`config.mk`:
```
export PLATFORM = sky130hd
export DESIGN_NAME = spm_mux
export DESIGN_NICKNAME = d
export VERILOG_FILES = /design/src/rtl/spm_pkg.sv /design/src/rtl/spm_pin_cell.sv /design/src/rtl/spm_mux.sv
export VERILOG_INCLUDE_DIRS = /design/src /design/src/rtl
export SDC_FILE = /design/constraint.sdc
export NUM_CORES = 1
export LEC_CHECK = 0
export BUFFER_PORTS_ARGS = -buffer_cell sky130_fd_sc_hd__buf_2
export CAP_MARGIN = 20
export CORE_ASPECT_RATIO = 0.6
export CORE_MARGIN = 2
export CORE_UTILIZATION = 35
export CTS_CLUSTER_DIAMETER = 60
export CTS_CLUSTER_SIZE = 24
export DETAILED_ROUTE_END_ITERATION = 16
export PLACE_DENSITY = 0.58
export SYNTH_ARGS = -nofsm -noshare
export SYNTH_HDL_FRONTEND = slang
export SYNTH_HIERARCHICAL = 1
export SYNTH_SLANG_ARGS = --single-unit
```
`constraint.sdc`:
```
create_clock -name clk -period 2.6 [get_ports clk]
set_input_delay 0.26 -clock clk [delete_from_list [all_inputs] [get_ports clk]]
set_output_delay 0.26 -clock clk [all_outputs]
set_load 0.03 [all_outputs]
```
`src/rtl/spm_regs.svh`:
```
// Constants for the shared pin priority multiplexer
// Contract
// RULE_01: Highest enabled function owns a shared pin
// RULE_02: After reset every pin is input
// RULE_03: PA0: analog, timer, keyboard, port
// RULE_04: PA1: analog, timer, keyboard, port
// RULE_05: PA2: interrupt, timer clock, keyboard, port
// RULE_06: PA3: reset, keyboard, port
// RULE_07: PA4: osc out, analog, keyboard, port
// RULE_08: PA5: osc in, analog, keyboard, port
// RULE_09: PB0: analog, SPI clock, port
// RULE_10: PB1: analog, SPI MOSI, port
// RULE_11: PB2: analog, SPI MISO, port
// RULE_12: PB3: analog, SPI select, port
// RULE_13: PB4: analog, serial receive, port
// RULE_14: PB5: analog, serial transmit, port
// RULE_15: PB6/PB7: timer channel over port
// RULE_16: Analog selection never removes other functions
// RULE_17: Software keeps analog pins input, others off
// RULE_18: Drive comes only from winning enabled function
`ifndef SPM_REGS_SVH
`define SPM_REGS_SVH
`define SPM_NUM_PINS     14
`define SPM_PORT_A_PINS  6
`define SPM_PORT_B_PINS  8
`define SPM_PB_BASE      6
`define SPM_SLOTS        4
`define SPM_SEL_W        2
`define SPM_ANALOG_CHANS 10
`define SPM_TIMER_CHANS  4
`define SPM_KBD_INPUTS   6
`define SPM_OE_N_RESET   14'h3FFF
`endif

```
`src/rtl/spm_pkg.sv`:
```
// Types for the shared pin priority multiplexer
`include "spm_regs.svh"
package spm_pkg;
   typedef enum logic [3:0] {
      FN_GPIO, FN_ANALOG, FN_TIMER, FN_KBD, FN_EXT_INT, FN_TIMER_EXT_CLOCK, FN_RESET,
      FN_OSC_OUT, FN_OSC_IN, FN_SPI_CLK, FN_SPI_MOSI, FN_SPI_MISO,
      FN_SPI_SEL, FN_SER_RX, FN_SER_TX
   } spm_fn_e;

   typedef struct packed {
      logic [`SPM_NUM_PINS-1:0]     s1;
      logic [`SPM_NUM_PINS-1:0]     s2;
      logic [`SPM_NUM_PINS-1:0]     s3;
      logic [`SPM_NUM_PINS-1:0]     sync;
      logic [`SPM_NUM_PINS-1:0]     out;
      logic [`SPM_NUM_PINS-1:0]     oe_n;
      logic [`SPM_NUM_PINS-1:0]     conflict;
      logic [`SPM_ANALOG_CHANS-1:0] analog;
      spm_fn_e [`SPM_NUM_PINS-1:0]  owner;
   } spm_state_s;
endpackage

```
`src/rtl/spm_pin_cell.sv`:
```
// Priority resolver for one shared pin
`timescale 1ns/1ns
`default_nettype none
`include "spm_regs.svh"
module spm_pin_cell #(
   parameter int SLOTS = `SPM_SLOTS,
   parameter int SEL_W = `SPM_SEL_W
) (
   input  wire logic [SLOTS-1:0] en,
   input  wire logic [SLOTS-1:0] pass,
   input  wire logic [SLOTS-1:0] drv,
   input  wire logic [SLOTS-1:0] val,
   output logic      [SEL_W-1:0] sel,
   output logic                  drive_oe,
   output logic                  drive_val,
   output logic                  conflict
);
   logic [SLOTS-1:0] claim;
   logic [SEL_W-1:0] dsel;

   // Lowest index is highest priority
   function automatic logic [SEL_W-1:0] first_one(input logic [SLOTS-1:0] v);
      logic [SEL_W-1:0] r;
      r = SEL_W'(SLOTS - 1);
      for (int i = SLOTS - 1; i >= 0; i--) begin
         if (v[i]) begin
            r = SEL_W'(i);
         end
      end
      return r;
   endfunction

   always_comb begin
      // RULE_01: highest enabled wins
      sel = first_one(en);
      // RULE_16: analog slots pass through
      claim = en & ~pass;
      dsel = first_one(claim);
      // RULE_18: winner drives only
      drive_oe = (|claim) & drv[dsel];
      drive_val = (|claim) & drv[dsel] & val[dsel];
      conflict = |(en & (en - SLOTS'(1)));
   end
endmodule
`default_nettype wire

```
`src/rtl/spm_mux.sv`:
```
// Shared pin priority multiplexer for ports A and B
`timescale 1ns/1ns
`default_nettype none
`include "spm_regs.svh"
module spm_mux (
   input  wire logic                         clk,
   input  wire logic                         reset_n,
   input  wire logic [`SPM_NUM_PINS-1:0]     pin_in,
   output logic      [`SPM_NUM_PINS-1:0]     pin_out,
   output logic      [`SPM_NUM_PINS-1:0]     pin_oe_n,
   output logic      [`SPM_NUM_PINS-1:0]     pin_sync,
   output logic      [`SPM_NUM_PINS-1:0]     pin_conflict,
   output spm_pkg::spm_fn_e [`SPM_NUM_PINS-1:0] pin_owner,
   output logic      [`SPM_ANALOG_CHANS-1:0] analog_connect,
   input  wire logic [`SPM_NUM_PINS-1:0]     gpio_dir,
   input  wire logic [`SPM_NUM_PINS-1:0]     gpio_data,
   input  wire logic [`SPM_ANALOG_CHANS-1:0] analog_in_en,
   input  wire logic [`SPM_TIMER_CHANS-1:0]  timer_chan_en,
   input  wire logic [`SPM_TIMER_CHANS-1:0]  timer_chan_oe,
   input  wire logic [`SPM_TIMER_CHANS-1:0]  timer_chan_out,
   input  wire logic [`SPM_KBD_INPUTS-1:0]   keyboard_wake_en,
   input  wire logic                         external_int_en,
   input  wire logic                         timer_ext_clock_en,
   input  wire logic                         reset_pin_en,
   input  wire logic                         osc_output_en,
   input  wire logic                         osc_output_val,
   input  wire logic                         osc_input_en,
   input  wire logic                         spi_clock_en,
   input  wire logic                         spi_clock_oe,
   input  wire logic                         spi_clock_out,
   input  wire logic                         spi_mosi_en,
   input  wire logic                         spi_mosi_oe,
   input  wire logic                         spi_mosi_out,
   input  wire logic                         spi_miso_en,
   input  wire logic                         spi_miso_oe,
   input  wire logic                         spi_miso_out,
   input  wire logic                         spi_select_en,
   input  wire logic                         serial_receive_en,
   input  wire logic                         serial_transmit_en,
   input  wire logic                         serial_transmit_out
);
   import spm_pkg::*;

   spm_state_s st;
   spm_state_s next_st;

   logic    [`SPM_NUM_PINS-1:0][`SPM_SLOTS-1:0] en;
   logic    [`SPM_NUM_PINS-1:0][`SPM_SLOTS-1:0] pass;
   logic    [`SPM_NUM_PINS-1:0][`SPM_SLOTS-1:0] drv;
   logic    [`SPM_NUM_PINS-1:0][`SPM_SLOTS-1:0] val;
   spm_fn_e [`SPM_NUM_PINS-1:0][`SPM_SLOTS-1:0] fn;
   logic    [`SPM_NUM_PINS-1:0][`SPM_SEL_W-1:0] sel;
   logic    [`SPM_NUM_PINS-1:0]                 cell_oe;
   logic    [`SPM_NUM_PINS-1:0]                 cell_val;
   logic    [`SPM_NUM_PINS-1:0]                 cell_conflict;

   // Function table, slot 0 highest priority
   always_comb begin
      en = '0;
      pass = '0;
      drv = '0;
      val = '0;
      for (int p = 0; p < `SPM_NUM_PINS; p++) begin
         for (int s = 0; s < `SPM_SLOTS; s++) begin
            fn[p][s] = FN_GPIO;
         end
      end

      // RULE_03: port A bit 0
      en[0][0] = analog_in_en[0];
      pass[0][0] = 1'b1;
      fn[0][0] = FN_ANALOG;
      en[0][1] = timer_chan_en[0];
      drv[0][1] = timer_chan_oe[0];
      val[0][1] = timer_chan_out[0];
      fn[0][1] = FN_TIMER;
      en[0][2] = keyboard_wake_en[0];
      fn[0][2] = FN_KBD;
      en[0][3] = 1'b1;
      drv[0][3] = gpio_dir[0];
      val[0][3] = gpio_data[0];

      // RULE_04: port A bit 1
      en[1][0] = analog_in_en[1];
      pass[1][0] = 1'b1;
      fn[1][0] = FN_ANALOG;
      en[1][1] = timer_chan_en[1];
      drv[1][1] = timer_chan_oe[1];
      val[1][1] = timer_chan_out[1];
      fn[1][1] = FN_TIMER;
      en[1][2] = keyboard_wake_en[1];
      fn[1][2] = FN_KBD;
      en[1][3] = 1'b1;
      drv[1][3] = gpio_dir[1];
      val[1][3] = gpio_data[1];

      // RULE_05: port A bit 2, input only
      en[2][0] = external_int_en;
      fn[2][0] = FN_EXT_INT;
      en[2][1] = timer_ext_clock_en;
      fn[2][1] = FN_TIMER_EXT_CLOCK;
      en[2][2] = keyboard_wake_en[2];
      fn[2][2] = FN_KBD;
      en[2][3] = 1'b1;

      // RULE_06: port A bit 3
      en[3][0] = reset_pin_en;
      fn[3][0] = FN_RESET;
      en[3][1] = keyboard_wake_en[3];
      fn[3][1] = FN_KBD;
      en[3][2] = 1'b1;
      drv[3][2] = gpio_dir[3];
      val[3][2] = gpio_data[3];

      // RULE_07: port A bit 4
      en[4][0] = osc_output_en;
      drv[4][0] = 1'b1;
      val[4][0] = osc_output_val;
      fn[4][0] = FN_OSC_OUT;
      en[4][1] = analog_in_en[2];
      pass[4][1] = 1'b1;
      fn[4][1] = FN_ANALOG;
      en[4][2] = keyboard_wake_en[4];
      fn[4][2] = FN_KBD;
      en[4][3] = 1'b1;
      drv[4][3] = gpio_dir[4];
      val[4][3] = gpio_data[4];

      // RULE_08: port A bit 5
      en[5][0] = osc_input_en;
      fn[5][0] = FN_OSC_IN;
      en[5][1] = analog_in_en[3];
      pass[5][1] = 1'b1;
      fn[5][1] = FN_ANALOG;
      en[5][2] = keyboard_wake_en[5];
      fn[5][2] = FN_KBD;
      en[5][3] = 1'b1;
      drv[5][3] = gpio_dir[5];
      val[5][3] = gpio_data[5];

      // RULE_09: port B bit 0
      en[6][0] = analog_in_en[4];
      pass[6][0] = 1'b1;
      fn[6][0] = FN_ANALOG;
      en[6][1] = spi_clock_en;
      drv[6][1] = spi_clock_oe;
      val[6][1] = spi_clock_out;
      fn[6][1] = FN_SPI_CLK;
      en[6][2] = 1'b1;
      drv[6][2] = gpio_dir[6];
      val[6][2] = gpio_data[6];

      // RULE_10: port B bit 1
      en[7][0] = analog_in_en[5];
      pass[7][0] = 1'b1;
      fn[7][0] = FN_ANALOG;
      en[7][1] = spi_mosi_en;
      drv[7][1] = spi_mosi_oe;
      val[7][1] = spi_mosi_out;
      fn[7][1] = FN_SPI_MOSI;
      en[7][2] = 1'b1;
      drv[7][2] = gpio_dir[7];
      val[7][2] = gpio_data[7];

      // RULE_11: port B bit 2
      en[8][0] = analog_in_en[6];
      pass[8][0] = 1'b1;
      fn[8][0] = FN_ANALOG;
      en[8][1] = spi_miso_en;
      drv[8][1] = spi_miso_oe;
      val[8][1] = spi_miso_out;
      fn[8][1] = FN_SPI_MISO;
      en[8][2] = 1'b1;
      drv[8][2] = gpio_dir[8];
      val[8][2] = gpio_data[8];

      // RULE_12: port B bit 3
      en[9][0] = analog_in_en[7];
      pass[9][0] = 1'b1;
      fn[9][0] = FN_ANALOG;
      en[9][1] = spi_select_en;
      fn[9][1] = FN_SPI_SEL;
      en[9][2] = 1'b1;
      drv[9][2] = gpio_dir[9];
      val[9][2] = gpio_data[9];

      // RULE_13: port B bit 4
      en[10][0] = analog_in_en[8];
      pass[10][0] = 1'b1;
      fn[10][0] = FN_ANALOG;
      en[10][1] = serial_receive_en;
      fn[10][1] = FN_SER_RX;
      en[10][2] = 1'b1;
      drv[10][2] = gpio_dir[10];
      val[10][2] = gpio_data[10];

      // RULE_14: port B bit 5
      en[11][0] = analog_in_en[9];
      pass[11][0] = 1'b1;
      fn[11][0] = FN_ANALOG;
      en[11][1] = serial_transmit_en;
      drv[11][1] = 1'b1;
      val[11][1] = serial_transmit_out;
      fn[11][1] = FN_SER_TX;
      en[11][2] = 1'b1;
      drv[11][2] = gpio_dir[11];
      val[11][2] = gpio_data[11];

      // RULE_15: port B bits 6 and 7
      en[12][0] = timer_chan_en[2];
      drv[12][0] = timer_chan_oe[2];
      val[12][0] = timer_chan_out[2];
      fn[12][0] = FN_TIMER;
      en[12][1] = 1'b1;
      drv[12][1] = gpio_dir[12];
      val[12][1] = gpio_data[12];
      en[13][0] = timer_chan_en[3];
      drv[13][0] = timer_chan_oe[3];
      val[13][0] = timer_chan_out[3];
      fn[13][0] = FN_TIMER;
      en[13][1] = 1'b1;
      drv[13][1] = gpio_dir[13];
      val[13][1] = gpio_data[13];
   end

   // One resolver per pin
   genvar gp;
   generate
      for (gp = 0; gp < `SPM_NUM_PINS; gp++) begin : g_pin
         spm_pin_cell #(
            .SLOTS (`SPM_SLOTS),
            .SEL_W (`SPM_SEL_W)
         ) u_cell (
            .en        (en[gp]),
            .pass      (pass[gp]),
            .drv       (drv[gp]),
            .val       (val[gp]),
            .sel       (sel[gp]),
            .drive_oe  (cell_oe[gp]),
            .drive_val (cell_val[gp]),
            .conflict  (cell_conflict[gp])
         );
      end
   endgenerate

   // Next state
   always_comb begin
      next_st = st;
      next_st.s1 = pin_in;
      next_st.s2 = st.s1;
      next_st.s3 = st.s2;
      // Input changes once stages two and three agree
      next_st.sync = (st.s2 & st.s3) | (st.sync & (st.s2 ^ st.s3));
      // RULE_18: registered winner drive
      next_st.out = cell_val;
      next_st.oe_n = ~cell_oe;
      next_st.conflict = cell_conflict;
      // RULE_16: analog adds connection only
      next_st.analog = analog_in_en;
      for (int p = 0; p < `SPM_NUM_PINS; p++) begin
         next_st.owner[p] = fn[p][sel[p]];
      end
      // RULE_02: reset leaves all pins input
      if (!reset_n) begin
         next_st.s1 = '0;
         next_st.s2 = '0;
         next_st.s3 = '0;
         next_st.sync = '0;
         next_st.out = '0;
         next_st.oe_n = `SPM_OE_N_RESET;
         next_st.conflict = '0;
         next_st.analog = '0;
         for (int p = 0; p < `SPM_NUM_PINS; p++) begin
            next_st.owner[p] = FN_GPIO;
         end
      end
   end

   always_ff @(posedge clk) begin
      st <= next_st;
   end

   assign pin_out = st.out;
   assign pin_oe_n = st.oe_n;
   assign pin_sync = st.sync;
   assign pin_conflict = st.conflict;
   assign pin_owner = st.owner;
   assign analog_connect = st.analog;
endmodule
`default_nettype wire

```
Word-level counts from Yosys, hierarchy flattened
Cells that the tools add are included.
Word-level totals
  input bits: 91
  word-level logic and storage cells: 221
  output and inout bits: 122
  register bits after elaboration: 164
Cells by class
  reduce and logical (&&, ||, !) cells: 14
  bitwise logic cells: 32
  muxes and demuxes: 115
  $add $sub $neg: 14
  magnitude comparators: 24
Operators with widths (count)
  4-bit binary-select mux with 2-bit select: 14
  2-bit by 3-bit < comparator with 1-bit output, second input constant: 22
  4-bit two-way mux: 14
  4-bit OR reduction: 14
  1-bit binary-select mux with 2-bit select: 27
  2-bit two-way mux: 26
  1-bit two-way mux: 34
  14-bit bitwise AND: 2
  3-bit by 4-bit bitwise AND with 4-bit output: 7
  3-bit by 1-bit subtractor with 4-bit output, second input constant: 7
  4-bit bitwise AND: 5
  4-bit by 1-bit subtractor with 4-bit output, second input constant: 5
  14-bit NOT: 1
  14-bit bitwise OR: 1
  14-bit XOR: 1
  1-bit bitwise AND: 13
  2-bit by 4-bit bitwise AND with 4-bit output: 2
  1-bit by 3-bit < comparator with 1-bit output, second input constant: 2
  2-bit by 1-bit subtractor with 3-bit output, second input constant: 2

Logic depth before layout (Yosys ltp)
  word-level depth: 6
  gate-level depth with buffers: 5
  depth with buffers taken out: 5

Hierarchy
Netlist, hierarchy kept.
By module, submodules not included
  spm_mux: area each 4993.5 um^2, instances 1, cells each 456
  spm_pin_cell: area each 153.9 um^2, instances 14, cells each 23

Worst setup path before layout
OpenSTA, ideal clock, no wires.
  path kind: input to register
  start: input timer_chan_en[2]
  end: register st (netlist bit pin_out[12])
  setup time: 0.115 ns
  stages: 4
  setup slack: 1.382 ns
  arrival: 1.103 ns
  data required time: 2.485 ns
  cells stage by stage: and2b_1 > a2111o_1 > and3_1 > and2_1
Between the ends
  cells in the longest elaborated chain, start to end: 4
RTL lines
  start, declared: RTL line spm_mux.sv:18  | input wire logic [`SPM_TIMER_CHANS-1:0] timer_chan_en,
  1-bit two-way mux *: RTL line spm_pin_cell.sv:26  | if (v[i]) begin
  1-bit binary-select mux with 2-bit select: RTL line spm_pin_cell.sv:41  | drive_val = (|claim) & drv[dsel] & val[dsel];
  1-bit two-way mux (implied by the code): RTL line spm_pin_cell.sv:41
  1-bit bitwise AND *: RTL line spm_pin_cell.sv:41
  named net cell_val[12]: RTL line spm_mux.sv:54  | logic [`SPM_NUM_PINS-1:0] cell_val;
  end signal, assigned: RTL line spm_mux.sv:280  | st <= next_st;
  end, declared: RTL line spm_mux.sv:44  | spm_state_s st;
Mark *: on every way through the listed nets, which the timed path passes. The rest lies on a longest branch. The select of a mux whose other input is x is not followed.
A chain may end at the register's enable or synchronous reset.

==> impl_metrics.tcl <==
set metrics [dict create \
    status "finished, final reports clean" \
    yosysMostFrequentCell "dfxtp_1" \
    cp_num_buf_inv 1 \
    fin_tns_setup_ns 0 \
    synth_cells 778 \
    drtIter0Drc 121 \
    fin_nets 1268 \
    ys_ff_latch 138 \
    clkSinkCount 138 \
    fp.dieH_um 115 \
    synth_commonest_cells "dfxtp_1, buf_4, and2_1" \
    ctsResizeCount 0 \
    htree_levels 4 \
    grt_pass1_vias 4960 \
    endpoint_kind "output port" \
    ys.warnings.count 6 \
    grt_max_degree 63 \
    dp_hpwl_um 10700 \
    crit_fanout 3 \
    wirelength_um 13800 \
    clk_pin_slew_worst_paths_ns 0.06 \
    wire_per_inst_um 9.56 \
    die_w_um 188 \
    rsz0062_at_grt "no" \
    syn_area_um2 7150 \
    synth_area_leaders "dfxtp_1, buf_4, and2_1" \
    startpoint_type "register" \
    synth.distinct_cells 34 \
    drive_above_1_share 0.228 \
    ys_seq_area_frac 0.386 \
    hold_violations 0 \
    area.growth.synth_to_final_pct 28.6 \
    post-route-drc-count 0 \
    p_leak_nw 4.70 \
    grtUsageTotal 0.136 \
    numPortBuffers 190 \
    crit_type "reg -> out" \
    critPathArrivalTime_ns 0.96 \
    place_inst 1410 \
    report.final.slew_viol_count 0 \
    design.core.area_um2 20000 \
    cts-hold-fix-buffers 0 \
    vdd_ir_drop_max_mv 0.419 \
    rows 40 \
    setup_viol 0 \
    synthFlopType "dfxtp_1" \
    vias_per_cell 3.71 \
    fin_crit_ns 1.22 \
    cts_buffers 17 \
    antenna_found_initial 1 \
    ctsRootBufferMaster "clkbuf_16" \
    cp_top_family "flip-flops" \
    io_pins 213 \
    grt_pass1_wl_um 23100 \
    slowest_stage "dfxtp_1" \
    gp_congestion 0.745 \
    ff2ff_path_depth 3 \
    overflow 0 \
    syn_avg_cell_area_um2 9.19 \
    crit_path_cell_trace "buf_2" \
    vias 5354 \
    worstPathRequired_ns 2.34 \
    hp-class "in -> reg" \
    whs_path_depth 2 \
    synth_top_area_cell "dfxtp_1" \
    cts_tree "built" \
    period_share 0.471 \
    clockBufferDepth 2 \
    nFillCells 2045 \
    critical-path-max-stage-delay_ns 0.34 \
    final.setup.worst_slack_ns 1.38 \
    postLayoutCoreUtil 0.459 \
    drv_cap 0 \
    start_util 0.357 \
    dieArea_um2 21600 \
    cp.depth 1 \
    p_per_area_nw_per_um2 597 \
    drt-pass1-iter-count 4 \
    synth_edf_count 0 \
    fin_skew_ns 0.00775 \
    postCtsSetupBuffers 0 \
    ant_nets 0 \
    layout.cells.non_filler 1443 \
    clock_latency_ns 0.42 \
    r2r_slack_ns 1.61 \
    yosysTopAreaCellShare 0.386 \
    clock.fmax_mhz 817 \
    dp_slack_ns 1.14 \
    async_reset_ff_frac 0 \
]
-- where the power goes --
group	internal, mW	switching [mW]
combinational	0.320	0.548
clock	1.37	0.992
sequential	2.23	0.0284
-- cell usage in the layout, fill, tap and decap left out, types with 2 or more instances in the layout --
master	synthesis	final
a2111o_1	14	14
a21oi_1	28	28
a31oi_1	14	14
and2_1	90	90
and2b_1	24	24
and3_1	14	14
and3b_1	3	3
buf_2	1	189
buf_4	126	2
clkbuf_16	0	17
clkinv_4	0	4
conb_1	2	305
dfxtp_1	138	138
ha_1	21	21
inv_1	21	21
inv_6	0	4
inv_8	0	2
maj3_1	14	14
nand2_1	28	28
nand2b_2	14	14
nand3b_1	14	14
nand4b_1	14	14
nor2_1	56	56
nor2_2	14	14
nor2b_1	12	12
nor2b_4	14	14
nor3_1	42	42
nor3b_1	4	4
o21a_1	2	2
o31ai_1	14	14
o41ai_1	14	14
or3b_1	14	14
-- per-stage QoR --
| step | hold slack, ns | total power, mW | cell area (µm²) |
|---|---|---|---|
| floorplan | 0.387 | 3.07 | 8290 |
| global placement | 0.408 | 3.16 | 8610 |
| detailed placement | 0.414 | 3.17 | 8610 |
| CTS | 0.0160 | 5.57 | 9190 |
| global route | 0.0233 | 5.79 | 9190 |
| finish | 0.0432 | 5.49 | 9190 |
-- sequential cells by signal (all words and copies together), names as in the netlist --
signal,cells
pin_owner,30
pin_out,14
pin_sync,14
analog_connect,10
st,42
pin_conflict,14
pin_oe_n,14
-- cell type report --
cell class              instances  area (µm²)  share of cell area
multi-input cells             786        4450               0.484
clock buffers                  19         443              0.0482
repair buffers                192         981               0.107
well taps                     273         342              0.0372
inverters                      21        78.8             0.00858
flip-flops and latches        138        2760               0.301
diodes                          1        2.50            0.000272
clock inverters                13         135              0.0147
-- per-layer routing --
metal / up-vias / global-route usage / routed length [µm]
li1: 2985 / - / -
met1: 2235 / 0.179 / 6970
met2: 119 / 0.200 / 5600
met3: 13 / 0.0601 / 1080
met4: 2 / 0.0406 / 133
met5: - / 0 / 13
-- kinds of logic after synthesis --
kind of cell / synth area share
buffers and inverters: 0.151
AND/OR/NAND/NOR: 0.317
AO/OA/AOI/OAI: 0.0889
flip-flops: 0.386
other: 0.00105
adder cells (fa/ha/maj): 0.0564
-- worst paths after layout --
path | start | to
max | pin_owner[46] | pin_owner[47]
min | pin_in[8] | st[158]
max reg2reg | st[133] | pin_sync[11]
min reg2reg | st[156] | st[142]
Note: power is estimated with default switching activity, not from simulation.
